===== src/hdl/ivpt_pkg.sv =====
//==========================================================================
// What this block does
// - Simultaneous maskable requests: lowest priority number wins.
// - Timer channel 10: priority 41, vector 0056H.
// - Timer channel 11: priority 42, vector 0058H.
// - Timer channel 12: priority 43, vector 005AH.
// - UART2 receive error: priority 44, vector 005CH.
// - Conversion done: priority 45, vector 005EH.
// - UART4 transmit or channel 40: priority 46, 0060H.
// - UART4 receive or channel 41: priority 47, 0062H.
// - Software break: non-maskable, vector 007EH.
// - Watchdog overflow is a reset source.
// - Low voltage resets only when mode bit set.
// - Opcode FFH executed causes a reset.
// - No illegal-opcode reset under debug emulation.
package ivpt_pkg;

  //========================================================================
  // Maskable slots, ordered by default priority.
  localparam int NUM_SLOTS = 7;
  localparam logic [5:0] FIRST_PRIO = 6'h29;
  localparam logic [15:0] SLOT_VEC [NUM_SLOTS] = '{
    16'h0056, 16'h0058, 16'h005A, 16'h005C, 16'h005E, 16'h0060, 16'h0062
  };

  //========================================================================
  // Non-maskable and reset vectors.
  localparam logic [15:0] BRK_VEC = 16'h007E;
  localparam logic [15:0] RST_VEC = 16'h0000;
  localparam logic [7:0] ILLEGAL_OP = 8'hFF;
  localparam int LVI_MODE_BIT = 1;

  //========================================================================
  // Reset cause bit positions.
  localparam int CAUSE_PIN = 0;
  localparam int CAUSE_POC = 1;
  localparam int CAUSE_LVI = 2;
  localparam int CAUSE_WDT = 3;
  localparam int CAUSE_TRAP = 4;
  localparam int NUM_CAUSES = 5;
  localparam logic [4:0] CAUSE_RST = 5'h00;

  //========================================================================
  // Internal reset stretch.
  localparam int RST_HOLD_CYC = 16;

  //========================================================================
  // Sequencer states.
  typedef enum logic [1:0] {
    IVPT_IDLE = 2'b00,
    IVPT_HOLD = 2'b01,
    IVPT_FETCH = 2'b10
  } ivpt_state_e;

endpackage : ivpt_pkg


===== src/hdl/ivpt_core.sv =====
module ivpt_core #(
  parameter int HOLD_CYC = ivpt_pkg::RST_HOLD_CYC
) (
  // Clock and reset.
  input wire logic mclk,
  input wire logic sys_rst,
  // Maskable request pulses from peripherals (same clock).
  input wire logic timer_ch10_done_irq,
  input wire logic timer_ch11_done_irq,
  input wire logic timer_ch12_done_irq,
  input wire logic uart2_rx_error_irq,
  input wire logic adc_done_irq,
  input wire logic uart4_tx_irq,
  input wire logic csio_ch40_irq,
  input wire logic uart4_rx_irq,
  input wire logic csio_ch41_irq,
  // Core side: masks, enable, break, opcode trace.
  input wire logic [6:0] slotMask,
  input wire logic intEnable,
  input wire logic software_break,
  input wire logic opExecValid,
  input wire logic [7:0] opExecByte,
  input wire logic debugMode,
  // Reset sources.
  input wire logic resetPin_n,
  input wire logic power_on_clear_reset,
  input wire logic low_voltage_reset,
  input wire logic [7:0] low_voltage_detect_reg,
  input wire logic watchdog_overflow_reset,
  // Vector table read port.
  output logic vecRdReq,
  output logic [15:0] vecRdAddr,
  input wire logic vecRdValid,
  input wire logic [15:0] vecRdData,
  // Results toward the core.
  output logic coreRst,
  output logic intAccept,
  output logic [5:0] intPrio,
  output logic pcLoad,
  output logic [15:0] pcValue,
  output logic [6:0] pendingFlags,
  output logic [4:0] resetCause
);

  //========================================================================
  // Elaboration check.
  initial begin
    if (HOLD_CYC < 1 || HOLD_CYC > 65535) begin
      $error("HOLD_CYC out of range");
    end
  end

  //========================================================================
  // Lowest set index of a slot vector; 7 when none is set.
  function automatic logic [2:0] lowest(input logic [6:0] v);
    logic [2:0] idx;
    idx = 3'd7;
    for (int i = ivpt_pkg::NUM_SLOTS - 1; i >= 0; i--) begin
      if (v[i]) begin
        idx = 3'(i);
      end
    end
    return idx;
  endfunction : lowest

  // Table lookup of a slot's vector address.
  function automatic logic [15:0] slotVec(input logic [2:0] s);
    logic [15:0] v;
    v = ivpt_pkg::RST_VEC;
    for (int i = 0; i < ivpt_pkg::NUM_SLOTS; i++) begin
      if (s == 3'(i)) begin
        v = ivpt_pkg::SLOT_VEC[i];
      end
    end
    return v;
  endfunction : slotVec

  //========================================================================
  // Asynchronous sources pass two flip-flops before use.
  logic [2:0] syncA_r;
  logic [2:0] syncB_r;
  always_ff @(posedge mclk or posedge sys_rst) begin
    if (sys_rst) begin
      syncA_r <= 3'h0;
      syncB_r <= 3'h0;
    end else begin
      syncA_r <= {low_voltage_reset, power_on_clear_reset, ~resetPin_n};
      syncB_r <= syncA_r;
    end
  end

  //========================================================================
  // Reset source qualification.
  wire pinRst = syncB_r[0];
  wire pocRst = syncB_r[1];
  wire lviRst = syncB_r[2] &&
    low_voltage_detect_reg[ivpt_pkg::LVI_MODE_BIT];
  wire wdtRst = watchdog_overflow_reset;
  wire trapRst = opExecValid && (opExecByte == ivpt_pkg::ILLEGAL_OP)
    && !debugMode;
  wire [4:0] causeNow = {trapRst, wdtRst, lviRst, pocRst, pinRst};
  wire anyRst = |causeNow;

  //========================================================================
  // Raw requests per slot; shared slots OR their two sources.
  wire [6:0] rawReq = {
    uart4_rx_irq | csio_ch41_irq,
    uart4_tx_irq | csio_ch40_irq,
    adc_done_irq,
    uart2_rx_error_irq,
    timer_ch12_done_irq,
    timer_ch11_done_irq,
    timer_ch10_done_irq
  };

  //========================================================================
  // State.
  ivpt_pkg::ivpt_state_e state_r;
  ivpt_pkg::ivpt_state_e state_nxt;
  logic [6:0] pend_r;
  logic brkPend_r;
  logic [15:0] holdCnt_r;
  logic [15:0] vecAddr_r;
  logic [4:0] cause_r;
  logic accept_r;
  logic [5:0] prio_r;
  logic load_r;
  logic [15:0] pcVal_r;

  //========================================================================
  // Arbitration: enabled, unmasked pending flags, lowest index wins.
  wire [6:0] eligible = pend_r & ~slotMask;
  wire [2:0] winIdx = lowest(eligible);
  wire haveWin = intEnable && (|eligible);
  wire takeBrk = (state_r == ivpt_pkg::IVPT_IDLE) &&
    (brkPend_r || software_break);
  wire takeInt = (state_r == ivpt_pkg::IVPT_IDLE) && !takeBrk && haveWin;
  wire [6:0] winOneHot = takeInt ? (7'h01 << winIdx) : 7'h00;
  wire holdDone = (holdCnt_r == 16'(HOLD_CYC - 1));

  //========================================================================
  // Next-state logic of the vector sequencer.
  always_comb begin
    state_nxt = state_r;
    case (state_r)
      ivpt_pkg::IVPT_IDLE: begin
        if (takeBrk || takeInt) begin
          state_nxt = ivpt_pkg::IVPT_FETCH;
        end
      end
      ivpt_pkg::IVPT_HOLD: begin
        if (holdDone) begin
          state_nxt = ivpt_pkg::IVPT_FETCH;
        end
      end
      ivpt_pkg::IVPT_FETCH: begin
        if (vecRdValid) begin
          state_nxt = ivpt_pkg::IVPT_IDLE;
        end
      end
      default: state_nxt = ivpt_pkg::IVPT_IDLE;
    endcase
    // Any reset source preempts whatever is in progress.
    if (anyRst) begin
      state_nxt = ivpt_pkg::IVPT_HOLD;
    end
  end

  //========================================================================
  // Sequencer, hold counter and vector address.
  always_ff @(posedge mclk or posedge sys_rst) begin
    if (sys_rst) begin
      state_r <= ivpt_pkg::IVPT_HOLD;
      holdCnt_r <= 16'h0000;
      vecAddr_r <= ivpt_pkg::RST_VEC;
    end else begin
      state_r <= state_nxt;
      if (anyRst || state_r != ivpt_pkg::IVPT_HOLD) begin
        holdCnt_r <= 16'h0000;
      end else if (!holdDone) begin
        holdCnt_r <= holdCnt_r + 16'h0001;
      end
      if (anyRst) begin
        vecAddr_r <= ivpt_pkg::RST_VEC;
      end else if (takeBrk) begin
        vecAddr_r <= ivpt_pkg::BRK_VEC;
      end else if (takeInt) begin
        vecAddr_r <= slotVec(winIdx);
      end
    end
  end

  //========================================================================
  // Pending flags: a new request in the grant cycle survives the clear.
  always_ff @(posedge mclk or posedge sys_rst) begin
    if (sys_rst) begin
      pend_r <= 7'h00;
      brkPend_r <= 1'b0;
    end else if (anyRst) begin
      pend_r <= 7'h00;
      brkPend_r <= 1'b0;
    end else begin
      pend_r <= (pend_r & ~winOneHot) | rawReq;
      brkPend_r <= (brkPend_r || software_break) && !takeBrk;
    end
  end

  //========================================================================
  // Reset cause capture, accumulated until the next reset event clears.
  always_ff @(posedge mclk or posedge sys_rst) begin
    if (sys_rst) begin
      cause_r <= ivpt_pkg::CAUSE_RST;
    end else if (anyRst && state_r != ivpt_pkg::IVPT_HOLD) begin
      cause_r <= causeNow;
    end else if (anyRst) begin
      cause_r <= cause_r | causeNow;
    end
  end

  //========================================================================
  // Grant report and program counter load.
  always_ff @(posedge mclk or posedge sys_rst) begin
    if (sys_rst) begin
      accept_r <= 1'b0;
      prio_r <= 6'h00;
      load_r <= 1'b0;
      pcVal_r <= 16'h0000;
    end else begin
      accept_r <= takeInt && !anyRst;
      if (takeInt) begin
        prio_r <= ivpt_pkg::FIRST_PRIO + {3'h0, winIdx};
      end
      load_r <= (state_r == ivpt_pkg::IVPT_FETCH) && vecRdValid
        && !anyRst;
      if ((state_r == ivpt_pkg::IVPT_FETCH) && vecRdValid) begin
        pcVal_r <= vecRdData;
      end
    end
  end

  //========================================================================
  // Outputs. The core is held in reset until the reset vector is loaded.
  assign vecRdReq = (state_r == ivpt_pkg::IVPT_FETCH);
  assign vecRdAddr = vecAddr_r;
  assign coreRst = (state_r == ivpt_pkg::IVPT_HOLD) ||
    ((state_r == ivpt_pkg::IVPT_FETCH) &&
    (vecAddr_r == ivpt_pkg::RST_VEC));
  assign intAccept = accept_r;
  assign intPrio = prio_r;
  assign pcLoad = load_r;
  assign pcValue = pcVal_r;
  assign pendingFlags = pend_r;
  assign resetCause = cause_r;

endmodule : ivpt_core


===== config.mk =====
export PLATFORM = sky130hd
export DESIGN_NAME = ivpt_core
export DESIGN_NICKNAME = d
export VERILOG_FILES = /design/src/hdl/ivpt_pkg.sv /design/src/hdl/ivpt_core.sv
export SDC_FILE = /design/constraint.sdc
export NUM_CORES = 1
export LEC_CHECK = 0
export BUFFER_PORTS_ARGS = -buffer_cell sky130_fd_sc_hd__buf_2
export CAP_MARGIN = 25
export CORE_MARGIN = 2
export CORE_UTILIZATION = 42
export CTS_CLUSTER_DIAMETER = 100
export DETAILED_ROUTE_END_ITERATION = 8
export PLACE_DENSITY = 0.7
export SLEW_MARGIN = 10
export SYNTH_ARGS = -nofsm -noshare
export SYNTH_HDL_FRONTEND = slang
export SYNTH_SLANG_ARGS = --single-unit

===== constraint.sdc =====
create_clock -name mclk -period 1.9 [get_ports mclk]
set_input_delay 0.38 -clock mclk [delete_from_list [all_inputs] [get_ports mclk]]
set_output_delay 0.38 -clock mclk [all_outputs]
set_load 0.1 [all_outputs]

# Yosys cells after proc, flatten, opt, wreduce, memory -nomap -nowiden

Cells that the tools add are included.

Bits in registers: 77
Latch bits: 0
Bits in writable memories: 0
ROM bits: 0
Input port bits: 59
Logic and storage cells: 96
Memories kept: 0

Add/sub/neg operators: 2
Multipliers: 0
Divide/modulo/power cells: 0
$lt $le $gt $ge: 0
Eq/ne operators: 15
Shift operators: 1
Muxes and demuxes: 29
Bitwise logic cells: 9
Reductions and logical operators: 28

Operator list:

| kind                  | number |
|---|---|
| $mux 16               | 11 |
| $mux 7                | 3 |
| $mux 3                | 6 |
| $add 16x1->16 const B | 1 |
| $eq 16x4->1 const B   | 1 |
| $logic_not 16->1      | 1 |
| $and 7x7->7           | 2 |
| $not 7->7             | 2 |
| $logic_and 1x1->1     | 13 |
| $mux 5                | 2 |
| $eq 3x3->1 const B    | 3 |
| $eq 8x8->1 const B    | 1 |
| $mux 2                | 4 |
| $or 7x7->7            | 1 |
| $reduce_or 7->1       | 1 |
| $shl 1x3->7 const A   | 1 |
| $add 6x3->6 const A   | 1 |
| $eq 3x2->1 const B    | 2 |
| $pmux 2 s3            | 1 |
| $or 5x5->5            | 1 |
| $reduce_or 5->1       | 1 |
| $logic_or 1x1->1      | 4 |
| $ne 2x1->1 const B    | 2 |
| $eq 3x1->1 const B    | 1 |
| 14 further kinds      | 18 |

# Longest topological paths before layout

Gate-level depths: netlist of run 1.

Word-level depth: 20
Mapped depth: 9
Depth with buffers taken out: 9

# Worst setup path after synthesis of run 1

Ideal clock, no wire load.

Path kind: register -> output
Start: register state_r[1]
End: output coreRst
Data arrival time: 2.717 ns
Required time: 1.520 ns
Path slack: -1.197 ns
Stages on the path, launching flop included: 4
Buffers on the path: 0
Path through: dfrtp_1 -> nor2b_1 -> nand3_1 -> nand2_1

Word-level cells in the longest chain between the ends: 3
Elaborated cells on any way between the ends: 4

Ends and longest elaborated chain:

| element                | RTL line         | text |
|---|---|---|
| from (decl)            | ivpt_core.sv:118 | `ivpt_pkg::ivpt_state_e state_r;` |
| from (signal assigned) | ivpt_core.sv:173 | `state_r <= ivpt_pkg::IVPT_HOLD;` |
| from (signal assigned) | ivpt_core.sv:177 | `state_r <= state_nxt;` |
| $eq 2x2->1             | -                |  |
| named net vecRdReq     | ivpt_core.sv:31  | `output logic vecRdReq,` |
| $logic_and 1x1->1      | ivpt_core.sv:246 | `((state_r == ivpt_pkg::IVPT_FETCH) &&` |
| $logic_or 1x1->1       | ivpt_core.sv:245 | `assign coreRst = (state_r == ivpt_pkg::IVPT_HOLD) \|\|` |
| to (decl)              | ivpt_core.sv:36  | `output logic coreRst,` |

The timed path passes the listed nets, and every way through them passes these cells.

# Final worst setup path of run 1

Start: register pend_r[5], in the netlist pendingFlags[5]
End: register vecAddr_r[3], in the netlist vecRdAddr[3]

Word-level cells in the longest chain between the ends: 17
Elaborated cells on any way between the ends: 26

Ends and longest elaborated chain:

| element                | RTL line         | text |
|---|---|---|
| from (decl)            | ivpt_core.sv:120 | `logic [6:0] pend_r;` |
| from (signal assigned) | ivpt_core.sv:203 | `pend_r <= (pend_r & ~winOneHot) \| rawReq;` |
| $and 7x7->7 (*)        | ivpt_core.sv:132 | `wire [6:0] eligible = pend_r & ~slotMask;` |
| $mux 3 (6 in a row)    | ivpt_core.sv:59  | `if (v[i]) begin` |
| $eq 3x1->1             | ivpt_core.sv:71  | `if (s == 3'(i)) begin` |
| $mux 16 (6 in a row)   | ivpt_core.sv:71  |  |
| $mux 16                | ivpt_core.sv:187 | `end else if (takeInt) begin` |
| $mux 16                | ivpt_core.sv:185 | `end else if (takeBrk) begin` |
| $mux 16                | ivpt_core.sv:183 | `if (anyRst) begin` |
| to (signal assigned)   | ivpt_core.sv:184 | `vecAddr_r <= ivpt_pkg::RST_VEC;` |
| to (signal assigned)   | ivpt_core.sv:186 | `vecAddr_r <= ivpt_pkg::BRK_VEC;` |
| to (signal assigned)   | ivpt_core.sv:188 | `vecAddr_r <= slotVec(winIdx);` |
| to (decl)              | ivpt_core.sv:123 | `logic [15:0] vecAddr_r;` |

Mark *: on every way between the ends. The rest lies on a longest branch, timed or not. The select of a mux whose other input is x is not followed.
A chain may end at the register's enable or synchronous reset.

==> flow_summary.yaml, run 1 <==
setup_path:
  worstPathMaxFanout: 4
  r2r_slack_ns: -0.07
  critPathKind: "flop to flop"
  end_kind: "flop"
  worst-r2r-cell-count: 9
  r2r-start: "pendingFlags[5]"
  crit_chain: "nor2b_4 > nor2_2 > o311ai_4 > buf_4 > ha_4 > buf_4 > a21oi_1 > a21o_1 > a211oi_2"
  critical_path.max_stage_delay_ns: 0.38
  path_delay_family: "compound AO/OA/AOI/OAI gates"
  setup.worst_path.start_class: "flop"
  r2r_end: "vecRdAddr[3]"
  crit_top_cell: "buf_4"
  required_ns: 2.15
  worstPathArrival_ns: 2.22
  cp_num_buf_inv: 2
  crit_slowest_cell: "dfrtp_2"
sta:
  min_period_ns: 1.97
  final-setup-viol-count: 2
  slew_headroom_pct: 65.2
  fin_crit_sh_pct: 104
  fin_hold_ws_ns: 0.151
  final_hold_viol_count: 0
  fmax_mhz: 507
  worst_slew_pin_slew_ns: 0.519
  setup_ws_ns: -0.0710
  fin_skew_ns: 0.00972
  rsz0062_at_grt: "true"
  maxSlewViolCount: 0
power_and_ir_drop:
  p_per_area_nw_per_um2: 720
  p_leak_nw: 2.17
  ir_drop_v: 0.000556
yosys:
  synth_cell_types: 47
  synth_common_cells: "66 x dfrtp_1, 34 x nor2_1, 19 x mux2_2"
  ys.flop_type: "dfrtp_1"
  synth-seq-area-share_pct: 54.0
  ys_warn_count: 0
  synth_edf_count: 0
  synthArstFlopShare_pct: 100
  synth.area.top_cells: "dfrtp_1 53%, mux2_2 6.9%, nor2_1 4.1%"
  synthMostInstantiatedCell: "dfrtp_1"
  synth_largest_area_cell: "dfrtp_1"
  synth_top_area_share_pct: 53.1
  synthesis.area_sq_um: 3110
  synth-seq-cells: 67
  synthCells: 276
  synth.avg_cell_area_sq_um: 11.3
min_path:
  holdPathEnd: "syncA_r[2]"
  hold_path_class: "primary input to flop"
  hp-start: "low_voltage_reset"
  hold_path_depth: 1
global_route:
  grt_pass1_wl_mm: 12.8
  grt_pass1_vias: 2694
  grt_max_degree: 66
  overflow: 0
  antenna_found_initial: 0
  grt_usage_pct: 19.7
status:
  violations: "setup timing"
  outcome: "finished, violations left"
floorplanning:
  dieHeight_microns: 90.0
  rows: 31
  die_area_sq_um: 8100
  core-area_sq_um: 7210
  die_w_microns: 90.0
  start_util_pct: 43.1
  ios: 113
detailed_routing:
  antenna_left: 0
  via_per_inst: 4.93
  wl_mm: 7.74
  drt-initial-drc-count: 118
  vias: 2564
  first_pass_iters: 5
  drc_errors: 0
  wire_per_inst_microns: 14.9
cts:
  cts_buffers: 9
  clockRootBuffer: "clkbuf_8"
  cts_sinks: 67
  cts_tree: "done"
  clock_path_buffers: 2
  insertion_delay_ns: 0.34
  path_clk_slew_ns: 0.08
  h-tree-depth: 3
place:
  dp.cells: 499
  place_ws_ns: -0.212
  place_congestion: 0.824
  hpwlAfterDp_mm: 5.66
  port_buffers: 95
finish:
  nets: 482
  drive_gt1_share_pct: 51.3
  regArea_sq_um: 1690
  fill_cells: 636
  syn_to_final_growth_pct: 40.9
  multi_input_area_sq_um: 1490
  fin_cells: 520
  num_antenna_cells: 0
flow_run:
  drv_cap: 0
where the power goes:
group          internal (mW)  switching (mW)
clock                  0.750           0.583
combinational          0.123           0.252
sequential              1.44         0.00868
total                   2.31           0.843
worst max-delay path by stage:
stage	from	endpoint	depth (start not counted)
after floorplan	pendingFlags[4]	vecRdAddr[1]	8
after global placement	slotMask[5]	vecRdAddr[3]	10
after detailed placement	slotMask[5]	vecRdAddr[3]	10
after CTS	pendingFlags[2]	vecRdAddr[1]	7
after global routing	pendingFlags[5]	vecRdAddr[3]	9
final	pendingFlags[5]	vecRdAddr[3]	9
area by class of cell:
class | instances | share of cell area [%]
clock buffers | 9 | 2.83
clock inverters | 7 | 2.29
inverters | 10 | 0.943
multi-input cells | 193 | 33.9
flip-flops and latches | 67 | 38.5
well taps | 99 | 2.83
repair buffers | 135 | 18.7
sequential cells by signal, indices dropped and copies added, names as in the netlist:
register	cells
pcLoad	1
vecRdAddr	6
syncB_r	3
resetCause	5
holdCnt_r	16
pcValue	16
state_r	2
intPrio	6
pendingFlags	7
syncA_r	3
intAccept	1
brkPend_r	1
layer usage:
layer / wire length (microns) / up-vias / part of all wire (%) / global-route usage, %
met5: 0 / - / 0 / 0
met4: 146 / 0 / 1.9 / 7.95
met3: 390 / 14 / 5.0 / 4.69
met2: 3900 / 79 / 50 / 32.2
met1: 3300 / 1242 / 43 / 25.4
li1: - / 1229 / - / -
cell usage in the layout (no fill, tap or decap), types with 2 or more instances in the layout:
| master | instances |
|---|---|
| a211oi_1 | 2 |
| and3_1 | 6 |
| dfrtp_1 | 59 |
| nand2_1 | 5 |
| buf_4 | 37 |
| a21oi_1 | 11 |
| mux2i_1 | 2 |
| nor4_1 | 4 |
| xor2_1 | 8 |
| inv_2 | 3 |
| o31a_2 | 2 |
| inv_6 | 2 |
| o21ai_0 | 3 |
| conb_1 | 10 |
| nand4_1 | 2 |
| mux2_2 | 18 |
| inv_1 | 6 |
| xnor2_1 | 5 |
| nand2b_1 | 5 |
| bufinv_16 | 2 |
| nand3_1 | 13 |
| a21o_1 | 4 |
| nor2b_1 | 2 |
| nor2_4 | 2 |
| buf_12 | 3 |
| nor3_1 | 11 |
| or2_4 | 2 |
| nor2b_2 | 2 |
| nor2_1 | 31 |
| ha_1 | 2 |
| nor4_2 | 2 |
| clkinv_4 | 2 |
| clkbuf_8 | 9 |
| ha_4 | 4 |
| a311oi_1 | 5 |
| buf_2 | 94 |
| dfrtp_2 | 7 |
| nor2b_4 | 6 |
| nand2_2 | 3 |
logic make-up after synthesis:
group                      Yosys count  synth area share [%]
AOI/OAI and AO/OA                   39                  9.50
adders and majority gates            7                  2.82
other                                1                 0.121
xor gates and xnor gates            13                  3.66
muxes                               21                  7.53
and+or+nand+nor                    103                  17.8
DFF                                 67                  54.0
buffers and inverters               25                  4.59
through the flow:
step                      power (mW)  util, %  TNS [ns]  area [sq um]
after global placement          1.81     55.5    -0.767          4010
after CTS                       3.18     60.4         0          4360
after detailed placement        1.82     55.5     -1.19          4010
final                           3.15     60.7   -0.0737          4380
after floorplan                 1.70        -     -2.73          3210
after global routing            3.30     60.7    -0.564          4380
timing repair:
item	in CTS	in global routing
hold buffers	1	0
setup endpoints to repair	8	9
endpoints found under the hold margin	2	0
resized for setup	16	5
pin swaps	8	8
setup buffers	4	0
No activity file was read; power rests on OpenSTA's default activity.
==> inputs of run 2 (changes only) <==
--- a/config.mk
+++ b/config.mk
@@ -8,11 +8,12 @@
 export BUFFER_PORTS_ARGS = -buffer_cell sky130_fd_sc_hd__buf_2
 export CAP_MARGIN = 25
 export CORE_MARGIN = 2
-export CORE_UTILIZATION = 42
+export CORE_UTILIZATION = 45
 export CTS_CLUSTER_DIAMETER = 100
 export DETAILED_ROUTE_END_ITERATION = 8
-export PLACE_DENSITY = 0.7
+export PLACE_DENSITY = 0.75
 export SLEW_MARGIN = 10
 export SYNTH_ARGS = -nofsm -noshare
 export SYNTH_HDL_FRONTEND = slang
 export SYNTH_SLANG_ARGS = --single-unit
+export TNS_END_PERCENT = 1
==> run 2 against run 1 <==
  * The flow now finishes without violations
  * Worst setup slack better by 0.10 ns
  * Clock skew increased by 0.0017 ns
  * Via count decreased by 1.2%
  * Core utilization is 3.4 points higher
  * Die area decreased by 6.4%
  * Flip-flop and latch count unchanged
  * Wire length shrank 7.4%
  * Hold slack worse by 0.13 ns
  * Count of clock-buffer cells in the layout unchanged
  * Critical path depth down 2
  * Power decreased by 3.8%
  * Largest cell class unchanged
==> flow_summary.yaml, run 2 (synthesis gave the netlist of run 1 again) <==
flow_run:
  drv_cap: 0
status:
  outcome: "completed"
min_path:
  hold_path_class: "primary input to async pin"
detailed_routing:
  drc_errors: 0
  wire_per_inst_microns: 14.5
  antenna_left: 0
  vias: 2533
  first_pass_iters: 4
  via_per_inst: 5.13
  wl_mm: 7.17
  drt-initial-drc-count: 68
cts:
  cts_sinks: 67
  cts_buffers: 9
  path_clk_slew_ns: 0.08
  insertion_delay_ns: 0.34
  cts_tree: "done"
  clockRootBuffer: "clkbuf_8"
  h-tree-depth: 3
  hold_buffers: 0
  clock_path_buffers: 2
sta:
  min_period_ns: 1.87
  worst_slew_pin_slew_ns: 0.528
  slew_headroom_pct: 64.7
  fin_skew_ns: 0.0114
  final-setup-viol-count: 0
  rsz0062_at_grt: "true"
  final_hold_viol_count: 0
  fin_hold_ws_ns: 0.0207
  maxSlewViolCount: 0
  fin_crit_sh_pct: 98.4
  fmax_mhz: 535
global_route:
  antenna_found_initial: 0
  grt_pass1_wl_mm: 11.3
  grt_usage_pct: 19.2
  grt_pass1_vias: 2443
  met1_usage_pct: 24.8
  grt_use_met2_pct: 31.6
  grt_max_degree: 30
  grt_use_met3_pct: 5.50
  overflow: 0
  top_usage_layer: "met2"
power_and_ir_drop:
  p_sw_mw: 0.857
  switching_share_pct: 28.2
  clkPwrFrac_pct: 40.3
  pwr-share-seq_pct: 47.7
  internal_power_mw: 2.18
  p_leak_nw: 2.14
  power_frac_comb_pct: 12.0
  p_per_area_nw_per_um2: 700
  ir_drop_v: 0.000628
place:
  hpwlAfterDp_mm: 5.24
  dp.cells: 473
  place_congestion: 0.849
  port_buffers: 95
floorplanning:
  rows: 30
  dieHeight_microns: 87.1
  start_util_pct: 46.0
  die_w_microns: 87.1
  core-area_sq_um: 6760
  die_area_sq_um: 7590
  ios: 113
finish:
  final_cell_mix: "94 x buf_2, 59 x dfrtp_1, 31 x nor2_1, 30 x buf_4, 19 x mux2_2"
  nets: 475
  fin_cells: 494
  fin_util_pct: 64.1
  syn_to_final_growth_pct: 39.5
  final_common_cell: "buf_2"
  drive_gt1_share_pct: 52.4
  num_antenna_cells: 0
  fill_cells: 530
setup_path:
  setup.worst_path.start_class: "flop"
  worstPathMaxFanout: 4
  critPathKind: "flop to flop"
  required_ns: 2.14
  r2r_slack_ns: 0.03
  worstPathArrival_ns: 2.11
  end_kind: "flop"
run 2: power by group through the flow:
stage          clock [mW]  combinational (mW)  sequential, mW
2_1_floorplan           0               0.190            1.51
3_3_place_gp            0               0.324            1.47
3_5_place_dp            0               0.329            1.47
4_1_cts              1.24               0.349            1.45
5_1_grt              1.32               0.390            1.45
6_report             1.22               0.365            1.45
run 2: cell type report:
cell class | instances | area (sq um) | share of cell area (%)
inverter | 10 | 40.0 | 0.924
clock buffer | 9 | 124 | 2.86
multi-input combinational | 193 | 1540 | 35.4
timing repair buffer | 128 | 767 | 17.7
sequential | 67 | 1690 | 38.9
clock inverter | 7 | 81.3 | 1.88
tap | 80 | 100 | 2.31
run 2: through the flow:
| step | setup slack [ns] | area [sq um] | total power [mW] | TNS, ns |
|---|---|---|---|---|
| floorplan | -0.351 | 3190 | 1.70 | -14.47 |
| global placement | -0.163 | 3910 | 1.80 | -0.856 |
| detailed placement | -0.255 | 3910 | 1.80 | -1.65 |
| CTS | -0.0513 | 4220 | 3.04 | -0.127 |
| global route | -0.0529 | 4330 | 3.15 | -0.262 |
| finish | 0.0302 | 4330 | 3.04 | 0 |
run 2: path summary, 6_finish.rpt:
kind | start | endpoint | depth (start not counted)
worst max-delay path | pendingFlags[3] | vecRdAddr[4] | 7
worst min-delay path | sys_rst | pcValue[7] | 2
worst max register to register | pendingFlags[3] | vecRdAddr[4] | 7
worst min register to register | syncA_r[0] | syncB_r[0] | 0
max in group asynchronous | sys_rst | state_r[0] | 3
min in group mclk | low_voltage_reset | syncA_r[2] | 1
run 2: timing repair:
action / in CTS / in global routing
resized for setup: 22 / 16
pin swaps: 7 / 10
buffers inserted: 1 / 4
hold endpoints to repair: 0 / 0
endpoints found under the setup margin: 8 / 19
run 2: layer usage:
metal	vias to the layer above	part of all wire (%)
met3	4	4.5
met4	0	0.89
met5	-	0
met2	55	52
met1	1253	43
li1	1221	-
run 2: critical path, cell delays in order (launching register included):
cell and delay, ns:
dfrtp_2 0.42, nor2b_4 0.15, o311ai_4 0.39, inv_2 0.12
ha_4 0.20, nor2_4 0.14, a211oi_1 0.10, a211oi_1 0.26
==> inputs of run 3 (changes only) <==
--- a/config.mk
+++ b/config.mk
@@ -5,13 +5,14 @@
 export SDC_FILE = /design/constraint.sdc
 export NUM_CORES = 1
 export LEC_CHECK = 0
+export ABC_AREA = 1
 export BUFFER_PORTS_ARGS = -buffer_cell sky130_fd_sc_hd__buf_2
 export CAP_MARGIN = 25
 export CORE_MARGIN = 2
 export CORE_UTILIZATION = 45
 export CTS_CLUSTER_DIAMETER = 100
 export DETAILED_ROUTE_END_ITERATION = 8
-export PLACE_DENSITY = 0.75
+export PLACE_DENSITY = 0.74
 export SLEW_MARGIN = 10
 export SYNTH_ARGS = -nofsm -noshare
 export SYNTH_HDL_FRONTEND = slang
==> run 3 against run 2 <==
  * Worst setup slack gained 0.0072 ns
  * Synthesized cell count up 28%
  * Sequential power increased by 5%
  * Sequential share of layout area grew 0.17 points
  * Combinational power is 130% higher
  * Largest cell class unchanged
  * Highest routed layer unchanged
==> flow_summary.yaml, run 3 <==
status:
  outcome: "completed"
setup_path:
  worstPathMaxFanout: 3
  end_kind: "primary output"
  crit_chain: "inv_2 > nand2_1 > o41ai_4 > buf_12"
  critical_path.max_stage_delay_ns: 0.37
  required_ns: 1.52
  critPathKind: "flop to primary output"
  worstPathArrival_ns: 1.48
  setup.worst_path.start_class: "flop"
  r2r_slack_ns: 0.14
  crit_slowest_cell: "dfstp_2"
place:
  place_ws_ns: -0.0960
  port_buffers: 95
  hpwlAfterDp_mm: 5.04
  placed_cell_area_sq_um: 4000
  dp.cells: 554
  place_congestion: 0.809
detailed_routing:
  via_per_inst: 4.79
  drc_errors: 0
  drt-initial-drc-count: 156
  wl_mm: 6.84
  first_pass_iters: 4
  wire_per_inst_microns: 12.0
  vias: 2731
  antenna_left: 0
power_and_ir_drop:
  internal_power_mw: 2.64
  ir_drop_v: 0.000491
  p_leak_nw: 2.34
  power_frac_comb_pct: 21.7
  clkPwrFrac_pct: 39.2
  p_per_area_nw_per_um2: 898
  pwr-share-seq_pct: 39.2
  switching_share_pct: 31.8
  p_sw_mw: 1.23
sta:
  fmax_mhz: 537
  rsz0062_at_grt: "true"
  fin_skew_ns: 0.0112
  setup_ws_ns: 0.0374
  tns_ns: 0
  maxSlewViolCount: 0
  final-setup-viol-count: 0
  fin_crit_sh_pct: 98.0
  min_period_ns: 1.86
  final_hold_viol_count: 0
floorplanning:
  rows: 31
  die_w_microns: 90.0
  ios: 113
  dieHeight_microns: 90.0
  die_area_sq_um: 8100
  core-area_sq_um: 7210
  start_util_pct: 46.1
yosys:
  synth_largest_area_cell: "dfrtp_1"
  synthXorXnorAreaFrac_pct: 0
  synth-adder-area-share_pct: 2.63
  synthCells: 353
  synth.area.top_cells: "dfrtp_1 50%, nand2_1 8.1%, nor2_1 3.8%"
  synthMostInstantiatedCell: "nand2_1"
  synth-seq-cells: 67
  synthArstFlopShare_pct: 100
  ys_warn_count: 0
  yosys.area_share.simple_pct: 24.3
  synth_compound_area_share_pct: 7.48
  synth_top_area_share_pct: 49.6
  synth_top_family_by_area: "simple AND/OR/NAND/NOR gates"
  synthesis.area_sq_um: 3330
  synth-seq-area-share_pct: 50.4
  synth_common_cells: "72 x nand2_1, 66 x dfrtp_1, 34 x nor2_1"
  synthMuxAreaShare_pct: 7.33
  synth.avg_cell_area_sq_um: 9.43
  ys.flop_type: "dfrtp_1"
  synth_cell_types: 38
  synth_edf_count: 0
global_route:
  grt_pass1_vias: 2637
  grt_max_degree: 68
  grt_usage_pct: 17.7
  grt_pass1_wl_mm: 11.6
  antenna_found_initial: 0
  overflow: 0
finish:
  final_cell_mix: "94 x buf_2, 69 x nand2_1, 59 x dfrtp_1, 32 x nor2_1, 30 x inv_1"
  fin_area_sq_um: 4320
  fin_util_pct: 59.8
  syn_to_final_growth_pct: 29.6
  final_common_cell: "buf_2"
  nets: 532
  num_antenna_cells: 0
  drive_gt1_share_pct: 42.9
  fin_cells: 570
cts:
  clock_path_buffers: 2
  clockRootBuffer: "clkbuf_8"
  path_clk_slew_ns: 0.07
  postCtsSetupBuffers: 0
  cts_sinks: 67
  cts_buffers: 9
  h-tree-depth: 3
  insertion_delay_ns: 0.35
  cts_tree: "done"
min_path:
  hold_path_class: "primary input to async pin"
flow_run:
  drv_cap: 0
[run 3: changes by cell type after synthesis, moves of 10 or more]
cell	delta
nand2_1	+65
inv_1	+24
o21ai_0	+10
mux2_2	-12
[run 3: path summary, 6_finish.rpt]
kind                                   startpoint            to  cells after the start
max in group asynchronous                 sys_rst    state_r[0]                      3
worst max-delay path                   state_r[0]       coreRst                      4
min in group mclk               low_voltage_reset    syncA_r[2]                      1
worst min-delay path                      sys_rst   pcValue[14]                      3
worst min register to register         syncA_r[1]    syncB_r[1]                      0
worst max register to register    pendingFlags[6]  vecRdAddr[6]                     16
[run 3: through the flow]
step                hold WS, ns  total power, mW
CTS                       0.112             3.90
detailed placement        0.339             2.38
floorplan                 0.331             2.22
global route              0.132             4.03
global placement          0.332             2.36
finish                   0.0960             3.87
[run 3: timing repair]
| item | CTS | global route |
|---|---|---|
| pin swaps | 1 | 0 |
| cloned | 0 | 0 |
| hold buffers | 0 | 0 |
| gates resized for setup | 1 | 17 |
| setup endpoints to repair | 3 | 10 |
[run 3: final cells by class]
class	instances	area, sq um
timing repair buffer	106	586
clock buffer	12	165
fill	643	2900
inverter	41	156
sequential	67	1690
clock inverter	4	95.1
tap	99	124
multi-input combinational	241	1500
[run 3: worst max-delay path: cells and delay by family, from the launching register on]
family                 cells  cell delay [ns]
flip-flops                 1             0.37
AND/OR/NAND/NOR            1             0.12
buffers and inverters      2             0.28
AO/OA/AOI/OAI              1             0.37
[run 3: logic make-up (layout without fill, tap and decap cells)]
logic type | Yosys count | after routing
AO/OA/AOI/OAI | 43 | 43
adder cells (fa/ha/maj) | 7 | 7
buffers and inverters | 54 | 163
flip-flops | 67 | 67
multiplexers | 19 | 19
other | 1 | 10
AND/OR/NAND/NOR | 162 | 162
[run 3: power groups by stage]
stage / Combinational, mW / Clock (mW) / Sequential (mW)
2_1_floorplan: 0.284 / 0 / 1.93
3_3_place_gp: 0.822 / 0 / 1.54
3_5_place_dp: 0.832 / 0 / 1.55
4_1_cts: 0.835 / 1.54 / 1.52
5_1_grt: 0.882 / 1.62 / 1.52
6_report: 0.840 / 1.52 / 1.52
[run 3: layer usage]
metal | GRT usage [%] | up-vias | routed length (microns)
met5 | 0 | - | 0
met4 | 7.82 | 0 | 109
met1 | 20.7 | 1308 | 2850
met3 | 4.02 | 10 | 321
li1 | - | 1349 | -
met2 | 31.1 | 64 | 3560
